[src/core/prct_consts.vh]
// constants for the phy register access and cycle timer block
// assumes an axi4-lite slave with 32-bit data and byte addresses
`ifndef PRCT_CONSTS_VH
`define PRCT_CONSTS_VH
`define PRCT_OFF_PHY_ACCESS 8'hEC
`define PRCT_OFF_ISO_TIMER 8'hF0
`define PRCT_OFF_LINK_CTRL 8'hF4
`define PRCT_BIT_XFER_DONE 31
`define PRCT_BIT_RD_REQ 15
`define PRCT_BIT_WR_REQ 14
`define PRCT_BIT_SRC_SEL 2
`define PRCT_BIT_ROOT_ROLE 1
`define PRCT_BIT_TICK_EN 0
`define PRCT_OFFSET_WRAP 12'd3071
`define PRCT_COUNT_WRAP 13'd7999
`define PRCT_LINK_CTRL_RESET 32'h0000_0000
`define PRCT_TICK_NUM 32'd24576
`define PRCT_TICK_DEN 32'd100000
`endif

[src/core/prct_tick_gen.v]
// fractional tick generator: one-cycle pulse at tick_num/tick_den of aclk
// assumes aclk at 100 MHz; the 24.576 MHz rate is built by accumulation
`timescale 1ns/1ns
`default_nettype none
`include "prct_consts.vh"
module prct_tick_gen #(
	parameter [31:0] TICK_NUM = `PRCT_TICK_NUM,
	parameter [31:0] TICK_DEN = `PRCT_TICK_DEN
) (
	// clock and reset
	input wire aclk,
	input wire aresetn,
	// tick out
	output reg tick
);
	reg [31:0] acc_q;
	wire [32:0] sum = {1'b0, acc_q} + {1'b0, TICK_NUM};
	// jitter of one aclk per tick is the price of not having a second clock
	always @(posedge aclk) begin
		if (!aresetn) begin
			acc_q <= 32'h0000_0000;
			tick <= 1'b0;
		end else if (sum >= {1'b0, TICK_DEN}) begin
			acc_q <= sum[31:0] - TICK_DEN;
			tick <= 1'b1;
		end else begin
			acc_q <= sum[31:0];
			tick <= 1'b0;
		end
	end
endmodule
`default_nettype wire

[src/core/prct_sync.v]
// three-stage synchroniser with agreement filter and rising-edge pulse
// assumes the input is asynchronous to aclk
`timescale 1ns/1ns
`default_nettype none
module prct_sync (
	// clock and reset
	input wire aclk,
	input wire aresetn,
	// pin and outputs
	input wire pin,
	output reg level,
	output wire rise
);
	reg s1_q, s2_q, s3_q;
	always @(posedge aclk) begin
		if (!aresetn) begin
			s1_q <= 1'b0;
			s2_q <= 1'b0;
			s3_q <= 1'b0;
			level <= 1'b0;
		end else begin
			s1_q <= pin;
			s2_q <= s1_q;
			s3_q <= s2_q;
			if (s2_q == s3_q)
				level <= s3_q;
		end
	end
	assign rise = (s2_q == s3_q) && s3_q && !level;
endmodule
`default_nettype wire

[src/core/prct_top.v]
// phy register access unit and isochronous cycle timer with axi4-lite slave
// assumes a phy-link shim that turns requests into packets and reports
// register transfers and received cycle starts as one-cycle strobes
//
// The implementer's own choice: register access over AXI4-Lite.
`timescale 1ns/1ns
`default_nettype none
`include "prct_consts.vh"

// Functional notes
// - set request clears transfer-complete flag
// - phy register transfer sets complete flag
// - bits 27-24 show last returned address
// - bits 23-16 show returned register data
// - read request sent then self-cleared
// - write request sent then self-cleared
// - bits 11-8 give target phy register
// - bits 7-0 write data, ignored on reads
// - reserved access bits read zero
// - master sends timer in cycle start
// - non-master loads timer from cycle start
// - timer free-runs when enabled without starts
// - seconds count rollovers modulo 128
// - cycle count wraps modulo 8000
// - offset counts ticks modulo 3072 on the internal source; on the external source it holds at 3071
// - external tick forces offset to zero
// - source select picks external or internal rollover
// - root master emits start at rollover
// - enable clear holds the offset
module prct_top (
	// clock and reset
	input wire aclk,
	input wire aresetn,
	// axi4-lite write address
	input wire [7:0] s_axi_awaddr,
	input wire s_axi_awvalid,
	output wire s_axi_awready,
	// axi4-lite write data
	input wire [31:0] s_axi_wdata,
	input wire [3:0] s_axi_wstrb,
	input wire s_axi_wvalid,
	output wire s_axi_wready,
	// axi4-lite write response
	output reg [1:0] s_axi_bresp,
	output reg s_axi_bvalid,
	input wire s_axi_bready,
	// axi4-lite read address
	input wire [7:0] s_axi_araddr,
	input wire s_axi_arvalid,
	output wire s_axi_arready,
	// axi4-lite read data
	output reg [31:0] s_axi_rdata,
	output reg [1:0] s_axi_rresp,
	output reg s_axi_rvalid,
	input wire s_axi_rready,
	// phy register request toward link shim
	output wire phy_req_valid,
	output wire phy_req_is_write,
	output reg [3:0] phy_req_index,
	output reg [7:0] phy_req_value,
	input wire phy_req_ready,
	// phy register transfer returned
	input wire phy_xfer_strobe,
	input wire [3:0] phy_xfer_index,
	input wire [7:0] phy_xfer_value,
	// cycle start traffic
	input wire node_is_root,
	input wire cs_rx_strobe,
	input wire [31:0] cs_rx_data,
	output reg cs_tx_strobe,
	output reg [31:0] cs_tx_data,
	// external 8 khz timing pin
	input wire external_period_input
);
	////////////////////////////////////////////////////////////////
	reg phy_xfer_complete_q;
	reg [3:0] returned_reg_index_q;
	reg [7:0] returned_reg_value_q;
	reg phy_read_request_q;
	reg phy_write_request_q;
	reg [3:0] target_reg_index_q;
	reg [7:0] outgoing_reg_value_q;
	reg [6:0] elapsed_seconds_field_q;
	reg [12:0] iso_period_counter_q;
	reg [11:0] sub_period_tick_counter_q;
	reg [31:0] link_ctrl_q;
	wire rollover_source_select = link_ctrl_q[`PRCT_BIT_SRC_SEL];
	wire timing_root_role = link_ctrl_q[`PRCT_BIT_ROOT_ROLE];
	wire tick_count_enable = link_ctrl_q[`PRCT_BIT_TICK_EN];

	// byte-lane merge, used by the phy access and timer registers; link control takes wr_data[2:0] without strobes
	function [31:0] merge;
		input [31:0] old;
		input [31:0] nw;
		input [3:0] strb;
		integer i;
		begin
			merge = old;
			for (i = 0; i < 4; i = i + 1)
				if (strb[i])
					merge[i*8 +: 8] = nw[i*8 +: 8];
		end
	endfunction

	// word-index decode, shared by the read and write paths
	function hit;
		input [7:0] addr;
		input [7:0] off;
		begin
			hit = (addr[7:2] == off[7:2]);
		end
	endfunction

	////////////////////////////////////////////////////////////////
	// write channel: address and data taken in either order
	reg aw_held_q, w_held_q;
	reg [7:0] aw_addr_q;
	reg [31:0] w_data_q;
	reg [3:0] w_strb_q;
	assign s_axi_awready = !aw_held_q && !s_axi_bvalid;
	assign s_axi_wready = !w_held_q && !s_axi_bvalid;
	wire aw_fire = s_axi_awvalid && s_axi_awready;
	wire w_fire = s_axi_wvalid && s_axi_wready;
	wire have_aw = aw_held_q || aw_fire;
	wire have_w = w_held_q || w_fire;
	wire wr_go = have_aw && have_w;
	wire [7:0] wr_addr = aw_held_q ? aw_addr_q : s_axi_awaddr;
	wire [31:0] wr_data = w_held_q ? w_data_q : s_axi_wdata;
	wire [3:0] wr_strb = w_held_q ? w_strb_q : s_axi_wstrb;
	wire wr_phy = wr_go && hit(wr_addr, `PRCT_OFF_PHY_ACCESS);
	wire wr_tmr = wr_go && hit(wr_addr, `PRCT_OFF_ISO_TIMER);
	wire wr_ctl = wr_go && hit(wr_addr, `PRCT_OFF_LINK_CTRL);
	wire wr_ok = wr_phy || wr_tmr || wr_ctl;
	wire [31:0] phy_img = {phy_xfer_complete_q, 3'b000, returned_reg_index_q,
		returned_reg_value_q, phy_read_request_q, phy_write_request_q, 2'b00,
		target_reg_index_q, outgoing_reg_value_q};
	wire [31:0] phy_new = merge(phy_img, wr_data, wr_strb);
	wire [31:0] tmr_img = {elapsed_seconds_field_q, iso_period_counter_q,
		sub_period_tick_counter_q};
	wire [31:0] tmr_new = merge(tmr_img, wr_data, wr_strb);

	always @(posedge aclk) begin
		if (!aresetn) begin
			aw_held_q <= 1'b0;
			w_held_q <= 1'b0;
			aw_addr_q <= 8'h00;
			w_data_q <= 32'h0000_0000;
			w_strb_q <= 4'h0;
			s_axi_bvalid <= 1'b0;
			s_axi_bresp <= 2'b00;
		end else begin
			if (aw_fire && !wr_go) begin
				aw_held_q <= 1'b1;
				aw_addr_q <= s_axi_awaddr;
			end
			if (w_fire && !wr_go) begin
				w_held_q <= 1'b1;
				w_data_q <= s_axi_wdata;
				w_strb_q <= s_axi_wstrb;
			end
			if (wr_go) begin
				aw_held_q <= 1'b0;
				w_held_q <= 1'b0;
				s_axi_bvalid <= 1'b1;
				s_axi_bresp <= wr_ok ? 2'b00 : 2'b10;
			end else if (s_axi_bready) begin
				s_axi_bvalid <= 1'b0;
			end
		end
	end

	////////////////////////////////////////////////////////////////
	// read channel: one cycle to rdata, slverr on unmapped
	assign s_axi_arready = !s_axi_rvalid;
	always @(posedge aclk) begin
		if (!aresetn) begin
			s_axi_rvalid <= 1'b0;
			s_axi_rdata <= 32'h0000_0000;
			s_axi_rresp <= 2'b00;
		end else if (s_axi_arvalid && s_axi_arready) begin
			s_axi_rvalid <= 1'b1;
			s_axi_rresp <= 2'b00;
			if (hit(s_axi_araddr, `PRCT_OFF_PHY_ACCESS))
				s_axi_rdata <= phy_img;
			else if (hit(s_axi_araddr, `PRCT_OFF_ISO_TIMER))
				s_axi_rdata <= tmr_img;
			else if (hit(s_axi_araddr, `PRCT_OFF_LINK_CTRL))
				s_axi_rdata <= {29'd0, link_ctrl_q[2:0]};
			else begin
				s_axi_rdata <= 32'h0000_0000;
				s_axi_rresp <= 2'b10;
			end
		end else if (s_axi_rready) begin
			s_axi_rvalid <= 1'b0;
		end
	end

	////////////////////////////////////////////////////////////////
	// phy register access
	// read wins if software breaks exclusivity; only one request goes out
	assign phy_req_valid = phy_read_request_q || phy_write_request_q;
	assign phy_req_is_write = !phy_read_request_q && phy_write_request_q;
	wire req_sent = phy_req_valid && phy_req_ready;
	wire set_req = wr_phy && (phy_new[`PRCT_BIT_RD_REQ] || phy_new[`PRCT_BIT_WR_REQ]);
	always @* begin
		phy_req_index = target_reg_index_q;
		phy_req_value = phy_req_is_write ? outgoing_reg_value_q : 8'h00;
	end
	always @(posedge aclk) begin
		if (!aresetn) begin
			phy_xfer_complete_q <= 1'b0;
			returned_reg_index_q <= 4'h0;
			returned_reg_value_q <= 8'h00;
			phy_read_request_q <= 1'b0;
			phy_write_request_q <= 1'b0;
			target_reg_index_q <= 4'h0;
			outgoing_reg_value_q <= 8'h00;
		end else begin
			// a returning transfer wins over the clearing request write
			if (phy_xfer_strobe) begin
				phy_xfer_complete_q <= 1'b1;
				returned_reg_index_q <= phy_xfer_index;
				returned_reg_value_q <= phy_xfer_value;
			end else if (set_req)
				phy_xfer_complete_q <= 1'b0;
			if (wr_phy && !req_sent) begin
				phy_read_request_q <= phy_new[`PRCT_BIT_RD_REQ];
				phy_write_request_q <= phy_new[`PRCT_BIT_WR_REQ];
			end else if (req_sent) begin
				phy_read_request_q <= 1'b0;
				phy_write_request_q <= 1'b0;
			end
			if (wr_phy) begin
				target_reg_index_q <= phy_new[11:8];
				outgoing_reg_value_q <= phy_new[7:0];
			end
		end
	end

	////////////////////////////////////////////////////////////////
	// cycle timer
	wire tick;
	wire ext_rise;
	prct_tick_gen u_tick (
		.aclk(aclk),
		.aresetn(aresetn),
		.tick(tick)
	);
	prct_sync u_sync (
		.aclk(aclk),
		.aresetn(aresetn),
		.pin(external_period_input),
		.level(),
		.rise(ext_rise)
	);
	wire int_roll = tick && (sub_period_tick_counter_q == `PRCT_OFFSET_WRAP);
	wire roll = tick_count_enable && (rollover_source_select ? ext_rise : int_roll);
	wire is_master = timing_root_role && node_is_root;
	wire [12:0] cnt_inc = (iso_period_counter_q == `PRCT_COUNT_WRAP) ? 13'd0 :
		iso_period_counter_q + 13'd1;
	wire sec_step = iso_period_counter_q == `PRCT_COUNT_WRAP;

	always @(posedge aclk) begin
		if (!aresetn) begin
			elapsed_seconds_field_q <= 7'd0;
			iso_period_counter_q <= 13'd0;
			sub_period_tick_counter_q <= 12'd0;
			link_ctrl_q <= `PRCT_LINK_CTRL_RESET;
			cs_tx_strobe <= 1'b0;
			cs_tx_data <= 32'h0000_0000;
		end else begin
			cs_tx_strobe <= 1'b0;
			if (wr_ctl)
				link_ctrl_q <= {29'd0, wr_data[2:0]};
			if (wr_tmr) begin
				elapsed_seconds_field_q <= tmr_new[31:25];
				iso_period_counter_q <= tmr_new[24:12];
				sub_period_tick_counter_q <= tmr_new[11:0];
			end else if (cs_rx_strobe && !is_master) begin
				elapsed_seconds_field_q <= cs_rx_data[31:25];
				iso_period_counter_q <= cs_rx_data[24:12];
				sub_period_tick_counter_q <= cs_rx_data[11:0];
			end else if (roll) begin
				sub_period_tick_counter_q <= 12'd0;
				iso_period_counter_q <= cnt_inc;
				if (sec_step)
					elapsed_seconds_field_q <= elapsed_seconds_field_q + 7'd1;
				if (is_master) begin
					cs_tx_strobe <= 1'b1;
					cs_tx_data <= {elapsed_seconds_field_q + (sec_step ? 7'd1 : 7'd0),
						cnt_inc, 12'd0};
				end
			end else if (tick_count_enable && tick && !int_roll) begin
				sub_period_tick_counter_q <= sub_period_tick_counter_q + 12'd1;
			end
		end
	end
endmodule
`default_nettype wire

[config.mk]
export PLATFORM = sky130hd
export DESIGN_NAME = prct_top
export DESIGN_NICKNAME = d
export VERILOG_FILES = /design/src/core/prct_tick_gen.v /design/src/core/prct_sync.v /design/src/core/prct_top.v
export VERILOG_INCLUDE_DIRS = /design/src /design/src/core
export SDC_FILE = /design/constraint.sdc
export NUM_CORES = 1
export LEC_CHECK = 0
export BUFFER_PORTS_ARGS = -buffer_cell sky130_fd_sc_hd__buf_4
export CORE_MARGIN = 2
export CORE_UTILIZATION = 55
export DETAILED_ROUTE_END_ITERATION = 6
export PLACE_DENSITY = 0.79
export SETUP_SLACK_MARGIN = 0.05
export SYNTH_ARGS = -nofsm -noshare
export SYNTH_HDL_FRONTEND = slang
export SYNTH_SLANG_ARGS = --single-unit
[constraint.sdc]
create_clock -name aclk -period 6.1 [get_ports aclk]
set_input_delay 0 -clock aclk [delete_from_list [all_inputs] [get_ports aclk]]
set_output_delay 0 -clock aclk [all_outputs]
set_load 0.05 [all_outputs]
Word-level counts from Yosys, hierarchy flattened
Cells that the tools add are included.
Cells by class
  bitwise logic cells: 4
  mux-type cells: 42
  eq/ne operators: 13
  order comparisons: 1
  reduce and logical (&&, ||, !) cells: 57
  $add $sub $neg: 6
Operators by type and width (number)
  two-way mux 32 bit: 4
  two-way mux 8 bit: 7
  two-way mux 13 bit: 4
  two-way mux 12 bit: 4
  == test 6 bit, second input constant: 6
  adder 32 x 15 -> 33 bit, second input constant: 1
  >= comparator 33 x 17 -> 1 bit, second input constant: 1
  subtractor 32 x 17 -> 32 bit, second input constant: 1
  two-way mux 7 bit: 4
  logical AND 1 bit: 23
  AND reduction 2 bit: 7
  adder 13 x 1 -> 13 bit, second input constant: 1
  == test 13 bit, second input constant: 1
  two-way mux 1 bit: 13
  adder 12 x 1 -> 12 bit, second input constant: 1
  == test 12 bit, second input constant: 1
  zero test 1 bit: 10
  two-way mux 2 bit: 4
  inequality test 2 bit, second input constant: 4
  nonzero test 2 bit: 4
  adder 7 x 1 -> 7 bit: 1
  adder 7 x 1 -> 7 bit, second input constant: 1
  logical OR 1 bit: 6
  nonzero test 3 bit: 2
  9 further kinds: 12
Word-level totals
  input port bits: 108
  word-level logic and storage cells: 155
  register bits after elaboration: 204

Longest topological paths before layout
Gate-level depths: netlist of the first run.
  word-level depth: 9
  depth in mapped cells: 12

Modules after synthesis
A second synthesis of the first run with hierarchy kept.
Second synthesis, totals
  cell total of the unflattened synthesis: 1285
  area total of the unflattened synthesis: 10546.4 um2
Modules (own cells, without submodules)
  prct_top: seq. area each 3263.1 um2, cells an instance 993, instances 1, area an instance 8162.8 um2
  prct_tick_gen: seq. area each 560.5 um2, cells an instance 281, instances 1, area an instance 2249.7 um2
  prct_sync: seq. area each 80.1 um2, cells an instance 11, instances 1, area an instance 133.9 um2

Worst setup path before layout of the first run
OpenSTA, ideal clock, no wires.
  path type: flip-flop to flip-flop
  from: register u_tick.acc_q[13]
  to: register u_tick.acc_q[29]
  library setup time: 128 ps
  path slack: 3324 ps
  data arrival time: 2648 ps
  path buffers: 2
  cell stages (with the launch flop): 13
  cells stage by stage: dfxtp_1 -> buf_2 -> inv_1 -> ha_1 -> nand3b_1 -> nor4_1 -> xor2_1 -> a211oi_2 -> nand4_4 -> buf_6 -> o211ai_1 -> xor2_1 -> nor2_1
Between the ends
  cells in the longest elaborated chain, start to end: 3
  elaborated cells between the ends (all ways): 4
Ends and longest elaborated chain
  from (decl): line prct_tick_gen.v:16  | reg [31:0] acc_q;
  from (signal assigned): line prct_tick_gen.v:24  | acc_q <= sum[31:0] - TICK_DEN;
  from (signal assigned): line prct_tick_gen.v:27  | acc_q <= sum[31:0];
  adder 32 x 15 -> 33 bit (*): line prct_tick_gen.v:17  | wire [32:0] sum = {1'b0, acc_q} + {1'b0, TICK_NUM};
  subtractor 32 x 17 -> 32 bit or >= comparator 33 x 17 -> 1 bit (tied branches): line prct_tick_gen.v:24, prct_tick_gen.v:23
  two-way mux 32 bit (*): line prct_tick_gen.v:23  | end else if (sum >= {1'b0, TICK_DEN}) begin
Every way passes the cells marked *; elsewhere a longest branch is shown, timed or not.
A chain may end at the register's enable or synchronous reset.

Worst setup path after layout of the first run
  from: register u_tick.acc_q[13]
  to: register u_tick.acc_q[28]
The elaborated chain is that of the path after synthesis.

==> results.yml, run 1 <==
drt:
  wire_per_inst_um: 17.7
  finalWirelength_mm: 29.7
  avgViaCountPerCell: 5.96
  firstDrtPassIters: 7
  ant_nets: 0
  vias: 9985
  drcViolationCount: 0
  drt_iter0_markers: 837
placement:
  dp.cells: 1566
  place.detailed.hpwl_mm: 19.4
  portBuffers: 177
  gp_congestion: 0.926
clocking:
  clock_sinks: 195
  clk_pin_slew_ns: 0.07
  cts_setup_buffers: 0
  clk_latency_ns: 0.43
  cts_buffer_depth: 2
  cts_root_buffer: "clkbuf_16"
  cts_hold_buf: 77
  cts_tree: "done"
  h-tree-depth: 4
  cts_made_buffers: 17
  cts_resized: 0
layout:
  final_common_cell: "dfxtp_1"
  layout_common_cells: "dfxtp_1 (194), buf_4 (189), nand2_1 (164)"
  final_util: 0.710
  diodes: 0
  nNetsFinal: 1552
  drive_gt1_frac: 0.187
  fillers: 1378
  stdcell_count: 1675
  area_growth_pct: 26.6
sta:
  period_minus_slack_ns: 3.99
  skew_ns: 0.00883
  relSlewSlack: 0.307
  rsz0062_at_grt: "false"
  finalCritPeriodShare: 0.655
  setup_violations: 0
  tightest_slew_ns: 1.04
  max_freq_mhz: 250
  drv_slew: 0
  tns_ns: 0
  hold_viol: 0
setup_path:
  critPathLaunchType: "flop"
  worst-setup-path-type: "flop to flop"
  arrival_ns: 4.34
  required_ns: 6.45
  cp-end-kind: "flop"
  worstPathMaxFanout: 27
min_path:
  hold_path_class: "primary input to flop"
synthesis:
  synth_cell_types: 77
  yosys_warnings: 0
  syn_area_um2: 10100
  yosys_most_used_dff: "dfxtp_1"
  netlist_instances: 1238
  async_reset_ff_frac: 0
  ys_ff_latch: 195
  synth_edf_count: 0
  seq_area_frac_synth: 0.386
  avgSynthCellArea_um2: 8.17
global_routing:
  grt_overflow: 0
  grt.total_usage: 0.299
  grt_pass1_wl_mm: 47.7
  grt_pass1_vias: 9504
  antenna_found_initial: 0
  grt_max_degree: 94
floorplanning:
  ioPinCount: 196
  std_cell_rows: 49
  die_area_um2: 19500
  core_area_um2: 18000
  die-width_um: 140
  fp.dieH_um: 140
  initial_core_util: 0.561
power_and_ir_drop:
  power_leakage_nw: 5.19
  vdd_drop_max_v: 0.000239
  powerDensity_nw_per_um2: 299
  finalPower_mw: 3.83
outcome:
  status: "completed"
flow_run:
  maxCapViolations: 0
cells by family after synthesis:
logic type                 after synthesis  share of synthesized area
xor gates and xnor gates                57                     0.0494
buffers and inverters                  127                     0.0555
and+or+nand+nor                        502                      0.233
DFF                                    195                      0.386
muxes                                   79                     0.0804
adders and majority gates               11                     0.0136
other                                    1                   0.000371
AOI/OAI and AO/OA                      266                      0.181
final timing paths:
| check | slack [ns] | depth (start not counted) | endpoint | startpoint |
|---|---|---|---|---|
| setup / recovery | 2.11 | 10 | u_tick.acc_q[28] | u_tick.acc_q[13] |
| hold / removal | 0.02 | 5 | sub_period_tick_counter_q[1] | cs_rx_data[1] |
| setup reg to reg | 2.11 | 10 | u_tick.acc_q[28] | u_tick.acc_q[13] |
| hold reg to reg | 0.44 | 1 | u_sync.s2_q | u_sync.s1_q |
routing by layer:
metal / GRT usage / part of all wire / vias to the layer above
li1: - / - / 4752
met1: 0.378 / 0.41 / 4712
met3: 0.0489 / 0.062 / 94
met2: 0.495 / 0.48 / 427
met4: 0.151 / 0.043 / 0
met5: 0 / 0 / -
synth_stat cells (20+ instances only):
master,n,area share
nor3_1,47,0.023
o21ai_0,39,0.019
a21oi_1,77,0.038
dfxtp_1,195,0.39
xnor2_1,31,0.027
mux2i_1,61,0.060
a221oi_1,29,0.025
xor2_1,26,0.023
nor2_1,148,0.055
nand3_1,32,0.016
a211oi_1,20,0.015
and2_1,27,0.017
inv_1,23,0.0085
clkbuf_1,73,0.027
nand2_1,164,0.061
registers in the layout (all words and copies together) (netlist names), 3 cells and up:
signal and count:
s_axi_rdata 32, w_data_q 32, u_tick.acc_q 27, cs_tx_data 20, iso_period_counter_q 13, sub_period_tick_counter_q 12, outgoing_reg_value_q 8, returned_reg_value_q 8
elapsed_seconds_field_q 7, aw_addr_q 6, phy_req_index 4, returned_reg_index_q 4, w_strb_q 4, link_ctrl_q 3
critical path: stages, from the launching register on:
cell,delay (ns)
dfxtp_1,0.57
inv_1,0.12
ha_1,0.31
nand3b_1,0.39
nor4_1,0.60
and3_1,0.32
nor2_1,0.09
o21ai_4,0.69
o2111ai_2,0.27
or3_1,0.38
a21oi_1,0.16
layout make-up:
| class | instances | area, µm² | share of cell area |
|---|---|---|---|
| inverters | 24 | 92.6 | 0.00723 |
| multi-input cells | 929 | 5710 | 0.446 |
| well taps | 229 | 287 | 0.0224 |
| clock buffers | 19 | 433 | 0.0338 |
| repair buffers | 266 | 2190 | 0.171 |
| clock inverters | 13 | 185 | 0.0145 |
| flip-flops and latches | 195 | 3910 | 0.305 |
where the power goes:
part	internal, mW	total [mW]	switching [mW]
logic	0.488	1.10	0.613
clock network	0.686	1.18	0.493
registers	1.39	1.55	0.160
total	2.57	3.83	1.27
stage by stage:
stage	setup slack [ns]	hold slack (ns)	instance area, µm²
after floorplan	3.32	0.0990	10200
after global placement	2.36	0.185	11400
after detailed placement	2.30	0.187	11400
after CTS	2.24	0.00176	12800
after global routing	1.87	0.0355	12800
final	2.11	0.0205	12800
(Power assumes the default switching activity.)
==> inputs of run 2 (changes only) <==
- ABC_AREA: unset -> 1
- CORE_UTILIZATION: 55 -> 51
- PLACE_DENSITY: 0.79 -> 0.77
- clock period: 6.1 -> 3.45 ns (I/O delays scaled with it)
==> results.yml, run 2 <==
sta:
  drv_slew: 0
  hold_viol: 0
  relSlewSlack: 0.492
  finalCritPeriodShare: 0.829
  hold-worst-slack_ns: 0.0162
  setup_violations: 0
  period_minus_slack_ns: 2.86
  max_freq_mhz: 349
  tightest_slew_ns: 0.756
  rsz0062_at_grt: "false"
  tns_ns: 0
  skew_ns: 0.0135
floorplanning:
  core_area_um2: 20400
  initial_core_util: 0.522
  fp.dieH_um: 148
  ioPinCount: 196
  die-width_um: 148
  die_area_um2: 22000
  std_cell_rows: 52
global_routing:
  antenna_found_initial: 0
  grt_pass1_vias: 10516
  grt_pass1_wl_mm: 52.4
  grt.total_usage: 0.296
  grt_overflow: 0
  grt_max_degree: 55
drt:
  wire_per_inst_um: 15.6
  vias: 11376
  drt_iter0_markers: 730
  finalWirelength_mm: 33.1
  firstDrtPassIters: 7
  drcViolationCount: 0
  avgViaCountPerCell: 5.37
  ant_nets: 0
outcome:
  status: "completed"
power_and_ir_drop:
  power_leakage_nw: 6.30
  vdd_drop_max_v: 0.000323
  finalPower_mw: 7.44
  powerDensity_nw_per_um2: 549
clocking:
  cts_resized: 0
  clk_pin_slew_ns: 0.08
  clk_latency_ns: 0.44
  cts_tree: "done"
  cts_buffer_depth: 2
  cts_made_buffers: 17
  clock_sinks: 195
  cts_root_buffer: "clkbuf_16"
  h-tree-depth: 4
layout:
  final_util: 0.665
  layout_common_cells: "nand2_1 (336), nor2_1 (271), dfxtp_1 (195)"
  drive_gt1_frac: 0.151
  top_regs: "s_axi_rdata x32, w_data_q x32, u_tick.acc_q x27"
  stdcell_count: 2117
  area_growth_pct: 27.3
  final_common_cell: "nand2_1"
  nNetsFinal: 1954
  diodes: 0
  fillers: 1799
synthesis:
  seq_area_frac_synth: 0.367
  avgSynthCellArea_um2: 6.62
  yosys_warnings: 0
  synth_common_cells: "nand2_1 (336), nor2_1 (271), dfxtp_1 (195), o21ai_0 (146), inv_1 (140)"
  syn_area_um2: 10600
  netlist_top_cells_area: "dfxtp_1 (37%), nand2_1 (12%), nor2_1 (9.6%), o21ai_0 (6.9%), nand3_1 (5.8%)"
  synth.top_cell.area_share: 0.367
  async_reset_ff_frac: 0
  synth_edf_count: 0
  yosys_most_used_dff: "dfxtp_1"
  netlist_instances: 1608
  ys_ff_latch: 195
  netlist.top_cell.by_area: "dfxtp_1"
  synth_cell_types: 46
  synth.most_common_cell: "nand2_1"
placement:
  gp_congestion: 0.946
  place.detailed.hpwl_mm: 23.3
  portBuffers: 177
  dp.cells: 1995
setup_path:
  startpoint: "u_tick.acc_q[13]"
  r2r-start: "u_tick.acc_q[13]"
  required_ns: 3.83
  arrival_ns: 3.24
  critPathLaunchType: "flop"
  worstPathMaxFanout: 26
  cp-end-kind: "flop"
  worst-setup-path-type: "flop to flop"
flow_run:
  maxCapViolations: 0
min_path:
  hold_path_class: "primary input to flop"
  hp-start: "cs_rx_data[2]"
## run 2: cell types whose count changed after synthesis, moves of 21 or more
cell | previous run | this run
nand2_1 | 164 | 336
nor2_1 | 148 | 271
inv_1 | 23 | 140
o21ai_0 | 39 | 146
nand3_1 | 32 | 124
mux2i_1 | 61 | 13
a221oi_1 | 29 | 0
and2_1 | 27 | 1
nor3_1 | 47 | 25
xnor2_1 | 31 | 10
## run 2: kinds of logic after synthesis
family	synth area share
AOI/OAI and AO/OA	0.158
xor gates and xnor gates	0.0287
adders and majority gates	0.0129
buffers and inverters	0.0948
DFF	0.367
muxes	0.0122
other	0.000352
and+or+nand+nor	0.326
## run 2: timing repair
| item | CTS | global route |
|---|---|---|
| buffers inserted | 0 | 0 |
| endpoints found under the hold margin | 82 | 0 |
| hold buffers | 91 | 0 |
## run 2: stage by stage
stage | cell area, µm² | worst slack [ns]
floorplan | 10700 | 0.793
global placement | 12000 | 0.653
detailed placement | 12000 | 0.612
CTS | 13500 | 0.592
global route | 13500 | 0.349
finish | 13500 | 0.588
## run 2: final cells by class
type                    count  area, µm²  share of cell area
flip-flops and latches    195       3900               0.288
clock inverters            14        164              0.0121
multi-input cells        1183       5780               0.427
well taps                 270        338              0.0249
inverters                 155        583              0.0431
clock buffers              17        425              0.0314
repair buffers            283       2350               0.174
## run 2: worst max-delay path, cell delays in order (launching register included)
cell	delay, ns
dfxtp_1	0.45
inv_1	0.15
ha_1	0.31
inv_2	0.12
nand3_1	0.11
xnor2_1	0.21
a21oi_2	0.19
nand2_1	0.09
nor2_2	0.17
nand2_2	0.11
nor2_4	0.32
nand2_4	0.28
inv_2	0.15
nor2_1	0.05
nor2_1	0.08
## run 2: metal layers
metal,part of all wire,up-vias,GRT usage
met1,0.43,5261,0.392
met3,0.068,33,0.0515
met5,0,-,0
li1,-,5654,-
met4,0.016,0,0.0767
met2,0.48,428,0.502
## run 2: final timing paths
check / slack, ns / cells past startpoint / end
worst max-delay path: 0.59 / 14 / u_tick.acc_q[5]
worst min-delay path: 0.02 / 5 / sub_period_tick_counter_q[2]
worst max register to register: 0.59 / 14 / u_tick.acc_q[5]
worst min register to register: 0.43 / 2 / u_sync.s2_q
## run 2: report_power, final
part	switching (mW)	internal [mW]	total, mW
combinational	1.67	0.922	2.60
clock	0.985	1.03	2.02
sequential	0.272	2.55	2.82
total	2.93	4.50	7.44
==> inputs of run 3 (changes only) <==
- CORE_UTILIZATION: 51 -> 55
- PLACE_DENSITY: 0.77 -> 0.79
- clock period: 3.45 -> 2.7 ns (I/O delays scaled with it)
==> results.yml, run 3 (same netlist as run 2, synthesis figures left out) <==
clocking:
  clk_latency_ns: 0.45
  h-tree-depth: 4
  cts_buffer_depth: 2
  cts_setup_buffers: 0
  cts_root_buffer: "clkbuf_16"
  cts_made_buffers: 17
  cts_tree: "done"
  clock_sinks: 195
  clk_pin_slew_ns: 0.07
setup_path:
  worst-setup-path-type: "flop to flop"
  crit_top_cell: "nand3_1"
  arrival_ns: 2.74
  max_stage_delay_ns: 0.39
  worstPathMaxFanout: 11
  required_ns: 3.07
  cp_slowest_cell: "dfxtp_2"
  cp-end-kind: "flop"
  cp_cell_sequence: "inv_1 > ha_1 > inv_2 > nand3_1 > xnor2_1 > a21oi_2 > nand2_1 > nor2_2 > nand2_2 > nor2_4 > buf_4 > nand3_1 > a21oi_1"
  critPathLaunchType: "flop"
drt:
  wire_per_inst_um: 16.0
  vias: 11717
  avgViaCountPerCell: 5.52
  drcViolationCount: 0
  drt_iter0_markers: 885
  firstDrtPassIters: 6
  finalWirelength_mm: 34.0
  ant_nets: 0
floorplanning:
  initial_core_util: 0.565
  fp.dieH_um: 143
  die-width_um: 143
  die_area_um2: 20500
  std_cell_rows: 50
  core_area_um2: 18800
  ioPinCount: 196
layout:
  layout_common_cells: "nand2_1 (335), nor2_1 (269), buf_4 (204)"
  top_regs: "s_axi_rdata x32, w_data_q x32, u_tick.acc_q x27"
  nNetsFinal: 1968
  final_common_cell: "nand2_1"
  area_growth_pct: 28.1
  diodes: 0
  final_util: 0.724
  drive_gt1_frac: 0.160
sta:
  period_minus_slack_ns: 2.38
  tns_ns: 0
  rsz0062_at_grt: "false"
  finalCritPeriodShare: 0.880
  setup_violations: 0
  tightest_slew_ns: 0.751
  max_freq_mhz: 421
  skew_ns: 0.0151
  drv_slew: 0
  relSlewSlack: 0.499
  hold_viol: 0
global_routing:
  grt.total_usage: 0.333
  antenna_found_initial: 0
  grt_overflow: 0
  grt_pass1_vias: 10989
  grt_max_degree: 151
  grt_pass1_wl_mm: 54.3
power_and_ir_drop:
  power_leakage_nw: 6.35
  vdd_drop_max_v: 0.000499
  powerDensity_nw_per_um2: 699
flow_run:
  maxCapViolations: 0
min_path:
  hold_path_class: "primary input to flop"
placement:
  place.detailed.hpwl_mm: 23.3
  gp_congestion: 0.944
  portBuffers: 177
outcome:
  status: "completed"
run 3: changes by cell type in the layout (fill, tap and decap cells not counted), sizes merged:
| cell | before | now |
|---|---|---|
| bufinv | 1 | 0 |
| inv | 159 | 158 |
| clkinv | 7 | 8 |
| buf | 192 | 206 |
| clkinvlp | 2 | 3 |
run 3: cell type report:
cell class | instances | area (µm²)
repair buffers | 297 | 2480
fillers | 1559 | 5200
clock inverters | 14 | 120
inverters | 155 | 586
clock buffers | 17 | 425
flip-flops and latches | 195 | 3910
multi-input cells | 1183 | 5780
well taps | 260 | 325
run 3: per-stage QoR:
step           cells  cell area (µm²)  hold WS, ns  total power [mW]  setup slack [ns]
2_1_floorplan   1621            10700       0.0976              6.07             0.311
3_3_place_gp    1999            12200        0.185              6.91             0.284
3_5_place_dp    1999            12200        0.201              6.96             0.250
4_1_cts         2121            13600      0.00231              9.47             0.241
5_1_grt         2121            13600       0.0348              10.1            0.0818
6_report        2121            13600      0.00157              9.53             0.323
run 3: path summary, 6_finish.rpt:
path / start / endpoint / slack, ns / depth (start not counted)
worst max-delay path: u_tick.acc_q[13] / u_tick.acc_q[15] / 0.32 / 13
worst min register to register: u_sync.s1_q / u_sync.s2_q / 0.43 / 2
worst max register to register: u_tick.acc_q[13] / u_tick.acc_q[15] / 0.32 / 13
worst min-delay path: cs_rx_data[17] / iso_period_counter_q[5] / 0.002 / 5
run 3: repair_timing:
action / CTS / global route
hold buffers: 91 / 0
gates resized for setup: 0 / 6
setup endpoints to repair: 0 / 21
hold endpoints to repair: 81 / 0
run 3: where the power goes:
| group | internal (mW) | leakage, nW | switching, mW |
|---|---|---|---|
| combinational | 1.30 | 4.49 | 2.20 |
| sequential | 3.26 | 1.60 | 0.348 |
| clock | 1.20 | 0.261 | 1.22 |
| total | 5.76 | 6.35 | 3.77 |
run 3: worst max-delay path: cells and delay by family (launching register included):
family,cells,cell delay [ns]
AND/OR/NAND/NOR,6,0.69
flip-flops,1,0.39
buffers and inverters,3,0.36
AO/OA/AOI/OAI,2,0.36
adder cells (fa/ha/maj),1,0.28
XOR/XNOR,1,0.20
run 3: layer usage:
| layer | track usage | part of all wire | up-vias |
|---|---|---|---|
| li1 | - | - | 5692 |
| met1 | 0.432 | 0.41 | 5340 |
| met2 | 0.546 | 0.47 | 586 |
| met3 | 0.0630 | 0.086 | 99 |
| met4 | 0.137 | 0.035 | 0 |
| met5 | 0 | 0 | - |
